$ cat config.mk
export PLATFORM = sky130hd
export DESIGN_NAME = drbs_top
export DESIGN_NICKNAME = d
export VERILOG_FILES = /design/src/drbs_pkg.sv /design/src/drbs_bank_sel.sv /design/src/drbs_top.sv
export SDC_FILE = /design/constraint.sdc
export NUM_CORES = 1
export LEC_CHECK = 0
export BUFFER_PORTS_ARGS = -buffer_cell sky130_fd_sc_hd__buf_4
export CORE_MARGIN = 2
export CORE_UTILIZATION = 51
export DETAILED_ROUTE_END_ITERATION = 8
export HOLD_SLACK_MARGIN = 0.12
export PLACE_DENSITY = 0.84
export REMOVE_ABC_BUFFERS = 1
export SLEW_MARGIN = 25
export SYNTH_ARGS = -nofsm -noshare
export SYNTH_HDL_FRONTEND = slang
export SYNTH_SLANG_ARGS = --single-unit
$ cat constraint.sdc
create_clock -name clk_i -period 3.25 [get_ports clk_i]
set_input_delay 0.65 -clock clk_i [delete_from_list [all_inputs] [get_ports clk_i]]
set_output_delay 0.65 -clock clk_i [all_outputs]
set_load 0.03 [all_outputs]
$ cat src/drbs_pkg.sv
// Constants for the DAC channel routing and bank switch block
package drbs_pkg;

  // Channel and sample layout
  localparam int unsigned NUM_CH = 4;
  localparam int unsigned NUM_PAIR = 2;
  localparam int unsigned WORD_W = 16;
  localparam int unsigned SMP_W = 14;
  localparam int unsigned PERMIT_BIT = 15;
  localparam int unsigned SELECT_BIT = 14;

  // APB
  localparam int unsigned ADDR_W = 18;
  localparam int unsigned IDX_W = 16;

  // Register indices; byte address is four times the index
  localparam logic [IDX_W-1:0] IDX_PAIR01_DIFF = 16'h7558;
  localparam logic [IDX_W-1:0] IDX_PAIR01_DUP = 16'h7559;
  localparam logic [IDX_W-1:0] IDX_CH0_BANK = 16'h7581;
  localparam logic [IDX_W-1:0] IDX_CH1_BANK = 16'h75E5;
  localparam logic [IDX_W-1:0] IDX_PAIR23_DIFF = 16'h7620;
  localparam logic [IDX_W-1:0] IDX_PAIR23_DUP = 16'h7621;
  localparam logic [IDX_W-1:0] IDX_CH2_BANK = 16'h7649;
  localparam logic [IDX_W-1:0] IDX_CH3_BANK = 16'h76AD;
  localparam logic [IDX_W-1:0] IDX_STATUS = 16'h7700;

  // Status register fields
  localparam int unsigned STAT_BANK_LSB = 0;
  localparam int unsigned STAT_PAIR_AVAIL = 4;
  localparam int unsigned STAT_FOUR_CH = 5;

  // Values after reset
  localparam logic RST_ENABLE = 1'b0;
  localparam logic RST_BANK = 1'b0;
  localparam logic [SMP_W-1:0] RST_SAMPLE = 14'h0000;
  localparam logic [31:0] RST_RDATA = 32'h0000_0000;

  function automatic logic [ADDR_W-1:0] byte_addr(
    input logic [IDX_W-1:0] idx
  );
    byte_addr = {idx, 2'b00};
  endfunction

endpackage

$ cat src/drbs_bank_sel.sv
// Per-channel bank selector for a multiplexed two-bank sample stream
`timescale 1ns/1ps
module drbs_bank_sel
  import drbs_pkg::*;
(
  // Clock and reset
  input wire logic clk_i,
  input wire logic arst_n_i,
  // Control
  input wire logic enable_i,
  input wire logic bank_ext_i,
  // Stream
  input wire logic valid_i,
  input wire logic [WORD_W-1:0] sample_i,
  // Result
  output logic take_o,
  output logic [SMP_W-1:0] value_o,
  output logic bank_o
);

  logic phase_reg;
  logic bank_reg;
  logic bank_next;
  logic permit;

  assign permit = enable_i & valid_i & sample_i[PERMIT_BIT] & bank_ext_i;

  // Decided on the same edge as the sample itself
  always_comb begin
    bank_next = bank_reg;
    if (permit) begin
      bank_next = sample_i[SELECT_BIT];
    end
  end

  // Even stream positions carry bank a, odd ones bank b
  always_ff @(posedge clk_i or negedge arst_n_i) begin
    if (!arst_n_i) begin
      phase_reg <= 1'b0;
    end else if (!enable_i) begin
      phase_reg <= 1'b0;
    end else if (valid_i) begin
      phase_reg <= ~phase_reg;
    end
  end

  always_ff @(posedge clk_i or negedge arst_n_i) begin
    if (!arst_n_i) begin
      bank_reg <= RST_BANK;
    end else begin
      bank_reg <= bank_next;
    end
  end

  // With switching enabled only the sample of the chosen bank reaches the DAC; disabled, every sample does
  assign take_o = valid_i & (~enable_i | (phase_reg == bank_next));
  assign value_o = sample_i[SMP_W-1:0];
  assign bank_o = bank_reg;

endmodule

$ cat src/drbs_top.sv
// DAC channel routing, pairing modes and bank switching with APB registers
//
// Contract
// - Differential: even gets sample, odd inverted
// - Both pair outputs from one stored sample
// - Two differential pairs only with four channels
// - Differential enable per pair, two registers
// - Double-out: odd copies even; pairs by channels
// - Double-out enable per pair, two registers
// - Bank switching per channel, own bank input
// - Bank switch enable register per channel
// - Stream alternates banks; output at half rate
// - Bit 15 and bank input permit switch
// - Bit 14 picks bank: low 0, high 1
// - Selected bank held while permission clear
// - Permission always set follows every bit 14
// - Without bank switching use bits 13..0 only
// - Interleaved channels handled independently
`timescale 1ns/1ps
module drbs_top
  import drbs_pkg::*;
#(
  parameter bit FOUR_CH_INSTALLED = 1'b1,
  parameter bit PAIR_MODES_AVAIL = 1'b1
) (
  // Clock and reset
  input wire logic clk_i,
  input wire logic arst_n_i,
  // APB slave
  input wire logic psel_i,
  input wire logic penable_i,
  input wire logic pwrite_i,
  input wire logic [ADDR_W-1:0] paddr_i,
  input wire logic [31:0] pwdata_i,
  input wire logic [3:0] pstrb_i,
  output logic [31:0] prdata_o,
  output logic pready_o,
  output logic pslverr_o,
  // Sample stream from memory
  input wire logic smp_valid_i,
  input wire logic [WORD_W-1:0] smp_ch0_i,
  input wire logic [WORD_W-1:0] smp_ch1_i,
  input wire logic [WORD_W-1:0] smp_ch2_i,
  input wire logic [WORD_W-1:0] smp_ch3_i,
  // External bank pins
  input wire logic [NUM_CH-1:0] bank_pin_i,
  // DAC side
  output logic [SMP_W-1:0] dac_ch0_o,
  output logic [SMP_W-1:0] dac_ch1_o,
  output logic [SMP_W-1:0] dac_ch2_o,
  output logic [SMP_W-1:0] dac_ch3_o,
  output logic [NUM_CH-1:0] dac_upd_o
);

  // Control registers
  logic [NUM_PAIR-1:0] diff_en_reg;
  logic [NUM_PAIR-1:0] dup_en_reg;
  logic [NUM_CH-1:0] bank_en_reg;

  // Bank pin synchroniser
  logic [NUM_CH-1:0] bank_meta_reg;
  logic [NUM_CH-1:0] bank_sync_reg;

  // APB answer registers
  logic [31:0] rdata_reg;
  logic slverr_reg;

  // Per-channel selector results
  logic [WORD_W-1:0] smp [NUM_CH];
  logic [NUM_CH-1:0] take;
  logic [SMP_W-1:0] value [NUM_CH];
  logic [NUM_CH-1:0] cur_bank;

  // Outputs
  logic [SMP_W-1:0] dac_reg [NUM_CH];
  logic [NUM_CH-1:0] upd_reg;

  // Capability per pair
  logic [NUM_PAIR-1:0] pair_ok;
  logic [NUM_PAIR-1:0] diff_eff;
  logic [NUM_PAIR-1:0] dup_eff;

  // APB decode
  logic setup_phase;
  logic wr_access;
  logic [IDX_W-1:0] idx;
  logic addr_aligned;
  logic [31:0] rd_value;
  logic rd_hit;

  function automatic logic [SMP_W-1:0] invert_sample(
    input logic [SMP_W-1:0] s
  );
    invert_sample = ~s;
  endfunction

  function automatic logic [31:0] flag_word(input logic f);
    flag_word = {31'h0000_0000, f};
  endfunction

  // Only variants with the pair feature get any pair; pair 2/3 needs ch2/3
  assign pair_ok[0] = PAIR_MODES_AVAIL;
  assign pair_ok[1] = PAIR_MODES_AVAIL & FOUR_CH_INSTALLED;
  assign diff_eff = diff_en_reg & pair_ok;
  // Differential takes precedence when both are set
  assign dup_eff = dup_en_reg & pair_ok & ~diff_en_reg;

  assign smp[0] = smp_ch0_i;
  assign smp[1] = smp_ch1_i;
  assign smp[2] = smp_ch2_i;
  assign smp[3] = smp_ch3_i;

  // Pins are asynchronous to the sample clock
  always_ff @(posedge clk_i or negedge arst_n_i) begin
    if (!arst_n_i) begin
      bank_meta_reg <= '0;
      bank_sync_reg <= '0;
    end else begin
      bank_meta_reg <= bank_pin_i;
      bank_sync_reg <= bank_meta_reg;
    end
  end

  // One selector per channel, each with its own pin and enable
  for (genvar c = 0; c < NUM_CH; c++) begin : g_ch
    drbs_bank_sel u_sel (
      .clk_i (clk_i),
      .arst_n_i (arst_n_i),
      .enable_i (bank_en_reg[c]),
      .bank_ext_i (bank_sync_reg[c]),
      .valid_i (smp_valid_i),
      .sample_i (smp[c]),
      .take_o (take[c]),
      .value_o (value[c]),
      .bank_o (cur_bank[c])
    );
  end

  // Pair routing; odd channel's own stream is unused in pair modes
  always_ff @(posedge clk_i or negedge arst_n_i) begin
    if (!arst_n_i) begin
      for (int i = 0; i < NUM_CH; i++) begin
        dac_reg[i] <= RST_SAMPLE;
      end
      upd_reg <= '0;
    end else begin
      for (int p = 0; p < NUM_PAIR; p++) begin
        upd_reg[2*p] <= take[2*p];
        if (take[2*p]) begin
          dac_reg[2*p] <= value[2*p];
        end
        if (diff_eff[p]) begin
          upd_reg[2*p+1] <= take[2*p];
          if (take[2*p]) begin
            dac_reg[2*p+1] <= invert_sample(value[2*p]);
          end
        end else if (dup_eff[p]) begin
          upd_reg[2*p+1] <= take[2*p];
          if (take[2*p]) begin
            dac_reg[2*p+1] <= value[2*p];
          end
        end else begin
          upd_reg[2*p+1] <= take[2*p+1];
          if (take[2*p+1]) begin
            dac_reg[2*p+1] <= value[2*p+1];
          end
        end
      end
    end
  end

  assign dac_ch0_o = dac_reg[0];
  assign dac_ch1_o = dac_reg[1];
  assign dac_ch2_o = dac_reg[2];
  assign dac_ch3_o = dac_reg[3];
  assign dac_upd_o = upd_reg;

  // APB: no wait states, answer prepared in the setup cycle
  assign setup_phase = psel_i & ~penable_i;
  assign wr_access = psel_i & penable_i & pwrite_i & pstrb_i[0];
  assign idx = paddr_i[ADDR_W-1:2];
  assign addr_aligned = (paddr_i[1:0] == 2'b00);

  always_comb begin
    rd_value = RST_RDATA;
    rd_hit = addr_aligned;
    unique case (idx)
      IDX_PAIR01_DIFF: rd_value = flag_word(diff_en_reg[0]);
      IDX_PAIR23_DIFF: rd_value = flag_word(diff_en_reg[1]);
      IDX_PAIR01_DUP: rd_value = flag_word(dup_en_reg[0]);
      IDX_PAIR23_DUP: rd_value = flag_word(dup_en_reg[1]);
      IDX_CH0_BANK: rd_value = flag_word(bank_en_reg[0]);
      IDX_CH1_BANK: rd_value = flag_word(bank_en_reg[1]);
      IDX_CH2_BANK: rd_value = flag_word(bank_en_reg[2]);
      IDX_CH3_BANK: rd_value = flag_word(bank_en_reg[3]);
      IDX_STATUS: begin
        rd_value[STAT_BANK_LSB +: NUM_CH] = cur_bank;
        rd_value[STAT_PAIR_AVAIL] = PAIR_MODES_AVAIL;
        rd_value[STAT_FOUR_CH] = FOUR_CH_INSTALLED;
      end
      default: rd_hit = 1'b0;
    endcase
    if (!addr_aligned) begin
      rd_value = RST_RDATA;
    end
  end

  always_ff @(posedge clk_i or negedge arst_n_i) begin
    if (!arst_n_i) begin
      rdata_reg <= RST_RDATA;
      slverr_reg <= 1'b0;
    end else if (setup_phase) begin
      rdata_reg <= pwrite_i ? RST_RDATA : rd_value;
      // Status is read-only; writing it is an error
      slverr_reg <= ~rd_hit | (pwrite_i & (idx == IDX_STATUS));
    end
  end

  assign prdata_o = rdata_reg;
  assign pready_o = 1'b1;
  assign pslverr_o = slverr_reg;

  // Pair enables: write is ignored where the variant lacks the mode
  always_ff @(posedge clk_i or negedge arst_n_i) begin
    if (!arst_n_i) begin
      diff_en_reg <= {NUM_PAIR{RST_ENABLE}};
      dup_en_reg <= {NUM_PAIR{RST_ENABLE}};
    end else if (wr_access && addr_aligned) begin
      if (idx == IDX_PAIR01_DIFF) begin
        diff_en_reg[0] <= pwdata_i[0] & pair_ok[0];
      end
      if (idx == IDX_PAIR23_DIFF) begin
        diff_en_reg[1] <= pwdata_i[0] & pair_ok[1];
      end
      if (idx == IDX_PAIR01_DUP) begin
        dup_en_reg[0] <= pwdata_i[0] & pair_ok[0];
      end
      if (idx == IDX_PAIR23_DUP) begin
        dup_en_reg[1] <= pwdata_i[0] & pair_ok[1];
      end
    end
  end

  always_ff @(posedge clk_i or negedge arst_n_i) begin
    if (!arst_n_i) begin
      bank_en_reg <= {NUM_CH{RST_ENABLE}};
    end else if (wr_access && addr_aligned) begin
      unique case (idx)
        IDX_CH0_BANK: bank_en_reg[0] <= pwdata_i[0];
        IDX_CH1_BANK: bank_en_reg[1] <= pwdata_i[0];
        IDX_CH2_BANK: bank_en_reg[2] <= pwdata_i[0];
        IDX_CH3_BANK: bank_en_reg[3] <= pwdata_i[0];
        default: bank_en_reg <= bank_en_reg;
      endcase
    end
  end

endmodule

== After elaboration in Yosys (flattened, before gate mapping) ==
Cells that the tools add are included.

* Eq/ne operators: 21
* Mux-type cells: 30
* Bitwise operators: 40
* Reductions and logical operators: 15

{| class="wikitable"
|+ Operators by type and width
! cell !! count
|-
| $eq 16x15->1 const B || 9
|-
| $mux 14 || 10
|-
| $pmux 6 s9 || 1
|-
| $mux 32 || 1
|-
| $not 14->14 || 2
|-
| $and 1x1->1 || 21
|-
| $mux 1 || 17
|-
| $reduce_and 2->1 || 8
|-
| $not 1->1 || 10
|-
| $reduce_or 9->1 || 1
|-
| $ne 2x1->1 const B || 4
|-
| $ne 2x2->1 const B || 4
|-
| $mux 6 || 1
|-
| $reduce_and 3->1 || 2
|-
| $reduce_bool 3->1 || 2
|-
| $or 1x1->1 || 5
|-
| $eq 1x1->1 || 4
|-
| $and 2x2->2 || 1
|-
| $logic_not 2->1 || 1
|-
| $not 2->2 || 1
|-
| $logic_and 1x1->1 || 1
|}

* Register bits after elaboration: 117
* Input port bits: 128
* Output and inout bits: 94
* Word-level logic and storage cells: 131

== Logic depth before layout (Yosys ltp) ==
* Word-level depth: 10
* Mapped depth: 7
* Mapped depth without buffers: 5

== Cells and area by module ==
Synthesis repeated with hierarchy kept, for this count alone.

* Cells, all modules: 490
* Area total of the unflattened synthesis: 5094.9 um^2

{| class="wikitable"
|+ Modules (own cells, without submodules)
! module !! times used !! cells each !! area an instance (um^2) !! seq. area each (um^2)
|-
| drbs_top || 1 || 386 || 4083.9 || 2052.0
|-
| drbs_bank_sel || 4 || 26 || 252.7 || 50.0
|}

== Least setup slack after synthesis ==
Ideal clock, no wire load.

* Kind: input port to flip-flop
* Start point: in paddr_i[13]
* End point: reg bank_en_reg[2]
* Library setup time: 0.125 ns
* Arrival time: 2.027 ns
* Data required time: 3.125 ns
* Setup slack: 1.098 ns
* Cell stages on the path: 5
* Path buffers: 0
* Cell sequence: nand4b_1 -> nor3b_2 -> nand4b_1 -> nor4_1 -> mux2_2

* Cells in the longest elaborated chain, start to end: 2

{| class="wikitable"
|+ Ends and longest elaborated chain
! element !! line !! source
|-
| start, declared || drbs_top.sv:33 || <nowiki>input wire logic [ADDR_W-1:0] paddr_i,</nowiki>
|-
| $eq 16x15->1 || drbs_top.sv:248 || <nowiki>unique case (idx)</nowiki>
|-
| $reduce_and 2->1 (no line) || n/a ||
|-
| end signal, assigned || drbs_top.sv:246 || <nowiki>bank_en_reg <= {NUM_CH{RST_ENABLE}};</nowiki>
|-
| end signal, assigned || drbs_top.sv:251 || <nowiki>IDX_CH2_BANK: bank_en_reg[2] <= pwdata_i[0];</nowiki>
|-
| end signal, assigned || drbs_top.sv:253 || <nowiki>default: bank_en_reg <= bank_en_reg;</nowiki>
|-
| end, declared || drbs_top.sv:58 || <nowiki>logic [NUM_CH-1:0] bank_en_reg;</nowiki>
|}

Every way passes these cells.
A chain may end at the register's enable or synchronous reset.

== Worst setup path after layout ==
* Start point: reg bank_sync_reg[2]
* End point: reg dac_reg (netlist bit dac_ch3_o[2])

* Cells in the longest elaborated chain, start to end: 7
* Elaborated cells on any way between the ends: 8
* Those cells by class: 3 x eq/ne; 1 x mux; 3 x bitwise; 1 x reduce/logical

{| class="wikitable"
|+ Ends and longest elaborated chain
! element !! line !! source
|-
| start, declared || drbs_top.sv:62 || <nowiki>logic [NUM_CH-1:0] bank_sync_reg;</nowiki>
|-
| start signal, assigned || drbs_top.sv:120 || <nowiki>bank_sync_reg <= bank_meta_reg;</nowiki>
|-
| $and 1x1->1 (*) || drbs_bank_sel.sv:26 || <nowiki>assign permit = enable_i & valid_i & sample_i[PERMIT_BIT] & bank_ext_i;</nowiki>
|-
| $mux 1 (*) || drbs_bank_sel.sv:31 || <nowiki>if (permit) begin</nowiki>
|-
| $eq 1x1->1 (*) || drbs_bank_sel.sv:56 || <nowiki>assign take_o = valid_i & (~enable_i | (phase_reg == bank_next));</nowiki>
|-
| $or 1x1->1 (*) || drbs_bank_sel.sv:56 ||
|-
| $and 1x1->1 (*) || drbs_bank_sel.sv:56 ||
|-
| $ne 2x1->1 (no line) || n/a ||
|-
| $reduce_and 3->1 (no line) (*) || n/a ||
|-
| end signal, assigned by index || drbs_top.sv:150 || <nowiki>dac_reg[2*p] <= value[2*p];</nowiki>
|-
| end signal, assigned by index || drbs_top.sv:155 || <nowiki>dac_reg[2*p+1] <= invert_sample(value[2*p]);</nowiki>
|-
| end signal, assigned by index || drbs_top.sv:160 || <nowiki>dac_reg[2*p+1] <= value[2*p];</nowiki>
|-
| end, declared || drbs_top.sv:75 || <nowiki>logic [SMP_W-1:0] dac_reg [NUM_CH];</nowiki>
|}

Mark *: on every way between the ends. The rest lies on a longest branch, timed or not.

==> impl_metrics.py <==
metrics = {
    "run_status": {
        "outcome": "finished clean",
    },
    "clock_network": {
        "clk_path_buf_depth": 2,
        "cts_num_sinks": 90,
        "htreeDepth": 3,
        "postCtsSetupBuffers": 0,
        "cts_hold_buf": 0,
        "path_clk_slew_ps": 90,
        "cts_tree": "yes",
        "clock_latency_ps": 350,
        "cts_resized": 0,
        "cts_root_buf": "clkbuf_8",
        "cts_buffers": 9,
    },
    "yosys": {
        "synth.yosys.warnings": 0,
        "syn_area_sq_um": 4765,
        "netlist_instances": 403,
        "yosysUniqueCellTypes": 52,
        "yosysSeqAreaShare": 0.4727,
        "synth_edf_count": 0,
        "yosysTopAreaCellShare": 0.4727,
        "avgSynthCellArea_sq_um": 11.82,
        "synth-async-reset-ratio": 1.000,
        "yosys_most_used_dff": "dfrtp_1",
        "synth_top_area_cell": "dfrtp_1",
        "ys_top_cells_by_area": "dfrtp_1, mux2_2, mux2_4",
        "synth_seq_cells": 90,
    },
    "timing": {
        "finalSetupTns_ps": 0,
        "fmax_mhz": 432.3,
        "skew_ps": 9.775,
        "tightest_slew_ps": 1029,
        "setup_ws_ps": 937.0,
        "setup_viol": 0,
        "rsz0062_at_grt": "false",
        "maxSlewViolCount": 0,
        "fin_crit_ps": 2313,
        "slew_headroom": 0.3126,
        "hold_viol": 0,
        "finalCritPeriodShare": 0.7117,
    },
    "place": {
        "numPortBuffers": 160,
        "post-place-ws_ps": 542.8,
        "gp_congestion": 0.9933,
        "dpl_cell_area_sq_um": 5917,
        "dp_hpwl_microns": 8026,
        "placedCellCount": 654,
    },
    "route": {
        "firstDrtPassIters": 4,
        "via_per_inst": 5.421,
        "vias": 3632,
        "drc": 0,
        "avgRoutedWirePerCell_microns": 16.07,
        "ant_nets": 0,
        "wl_microns": 10770,
        "drt_iter0_drc": 209,
    },
    "floorplan": {
        "dieHeight_microns": 100.7,
        "rows": 35,
        "die_w_microns": 100.7,
        "initial_utilization": 0.5206,
        "dieArea_sq_um": 10130,
        "ios": 222,
        "core_area_sq_um": 9153,
    },
    "worst_setup_path": {
        "worst_ep_required_time_ps": 3490,
        "path_class": "reg -> reg",
        "end_kind": "flip-flop",
        "start_kind": "flip-flop",
        "path_max_fanout": 15,
        "arrival_ps": 2550,
        "reg2reg_depth": 5,
    },
    "power_and_ir_drop": {
        "leakagePower_nw": 2.904,
        "finalPower_w": 0.002707,
        "ir_worst_vdd_uv": 278.2,
        "p_per_area_nw_per_um2": 440.6,
    },
    "finish": {
        "area_delta_synth_final_pct": 28.94,
        "num-nets-final": 682,
        "antennaDiodeCount": 0,
        "drive_gt1_frac": 0.4687,
        "layout_commonest_cell": "buf_4",
        "layout_common_cells": "buf_4, dfrtp_1, mux2_2",
        "fin_area_sq_um": 6143,
        "finalNonFillerCells": 670,
    },
    "global_route": {
        "grt_overflow": 0,
        "track_usage": 0.2196,
        "grt_max_degree": 48,
        "grt_antenna_before_repair": 0,
        "grt_pass1_vias": 3713,
        "grt_pass1_wl_microns": 17680,
    },
    "hold_path": {
        "hp-class": "in -> async",
    },
    "run": {
        "drv_cap": 0,
    },
}
==> final timing paths <==
path                            slack (ps)                       start                    endpoint
worst max-delay path                   940  bank_sync_reg[2]$_DFF_PN0_    dac_ch3_o[2]$_DFFE_PN0P_
worst min-delay path                   280                    arst_n_i  bank_meta_reg[2]$_DFF_PN0_
worst max register to register         940  bank_sync_reg[2]$_DFF_PN0_    dac_ch3_o[2]$_DFFE_PN0P_
worst min register to register         350  bank_meta_reg[2]$_DFF_PN0_  bank_sync_reg[2]$_DFF_PN0_
max in group asynchronous             2300                    arst_n_i    dac_ch2_o[3]$_DFFE_PN0P_
min in group clk_i                     350  bank_meta_reg[2]$_DFF_PN0_  bank_sync_reg[2]$_DFF_PN0_
==> through the flow <==
stage            util  hold slack (ps)
6_report       0.6712            279.0
3_3_place_gp   0.6465            334.0
2_1_floorplan       -            331.2
5_1_grt        0.6712            315.9
4_1_cts        0.6712            296.0
3_5_place_dp   0.6465            336.3
==> power breakdown <==
part           total (W)  switching [W]  internal, W
clock network   0.000851       0.000396     0.000456
logic           0.000618       0.000344     0.000274
registers        0.00124      0.0000410      0.00120
==> per-layer routing <==
layer / global-route usage / vias to the layer above / share of wire
met2: 0.3600 / 149 / 0.49
met5: 0 / - / 0
met3: 0.06033 / 15 / 0.077
li1: - / 1715 / -
met4: 0.07587 / 0 / 0.017
met1: 0.2812 / 1753 / 0.42
==> cell type report <==
class	instances	area [sq um]
repair buffers	166	1259
clock inverters	6	88.84
well taps	111	138.9
clock buffers	10	137.6
multi-input cells	278	2233
flip-flops and latches	90	2252
inverters	9	33.78
fillers	667	3009
==> cell usage after synthesis, drive strengths merged, types with 4 or more instances <==
cell,instances
nand4,6
mux2,71
a21oi,28
nor2,10
nand2,7
inv,9
nor3,5
nand4b,4
nand3,6
xor2,4
nor2b,28
dfrtp,90
nor3b,5
nor4,4
a211oi,26
clkbuf,10
buf,41
a22o,4
==> worst max-delay path: stages (launching register included) <==
cell,delay [ps]
dfrtp_1,420
nand2_1,90
mux2i_1,230
xor2_1,140
o311ai_4,890
mux2_2,420
==> cell families (layout without fill, tap and decap cells) <==
| group | after synthesis | in the layout | share of synthesized area |
|---|---|---|---|
| mux | 73 | 73 | 0.1893 |
| compound gates | 77 | 77 | 0.1187 |
| buf+inv | 60 | 191 | 0.07826 |
| xor+xnor | 6 | 6 | 0.01103 |
| simple gates | 95 | 95 | 0.1284 |
| flops | 90 | 90 | 0.4727 |
| other cells | 2 | 27 | 0.001576 |
(Power assumes the default switching activity.)
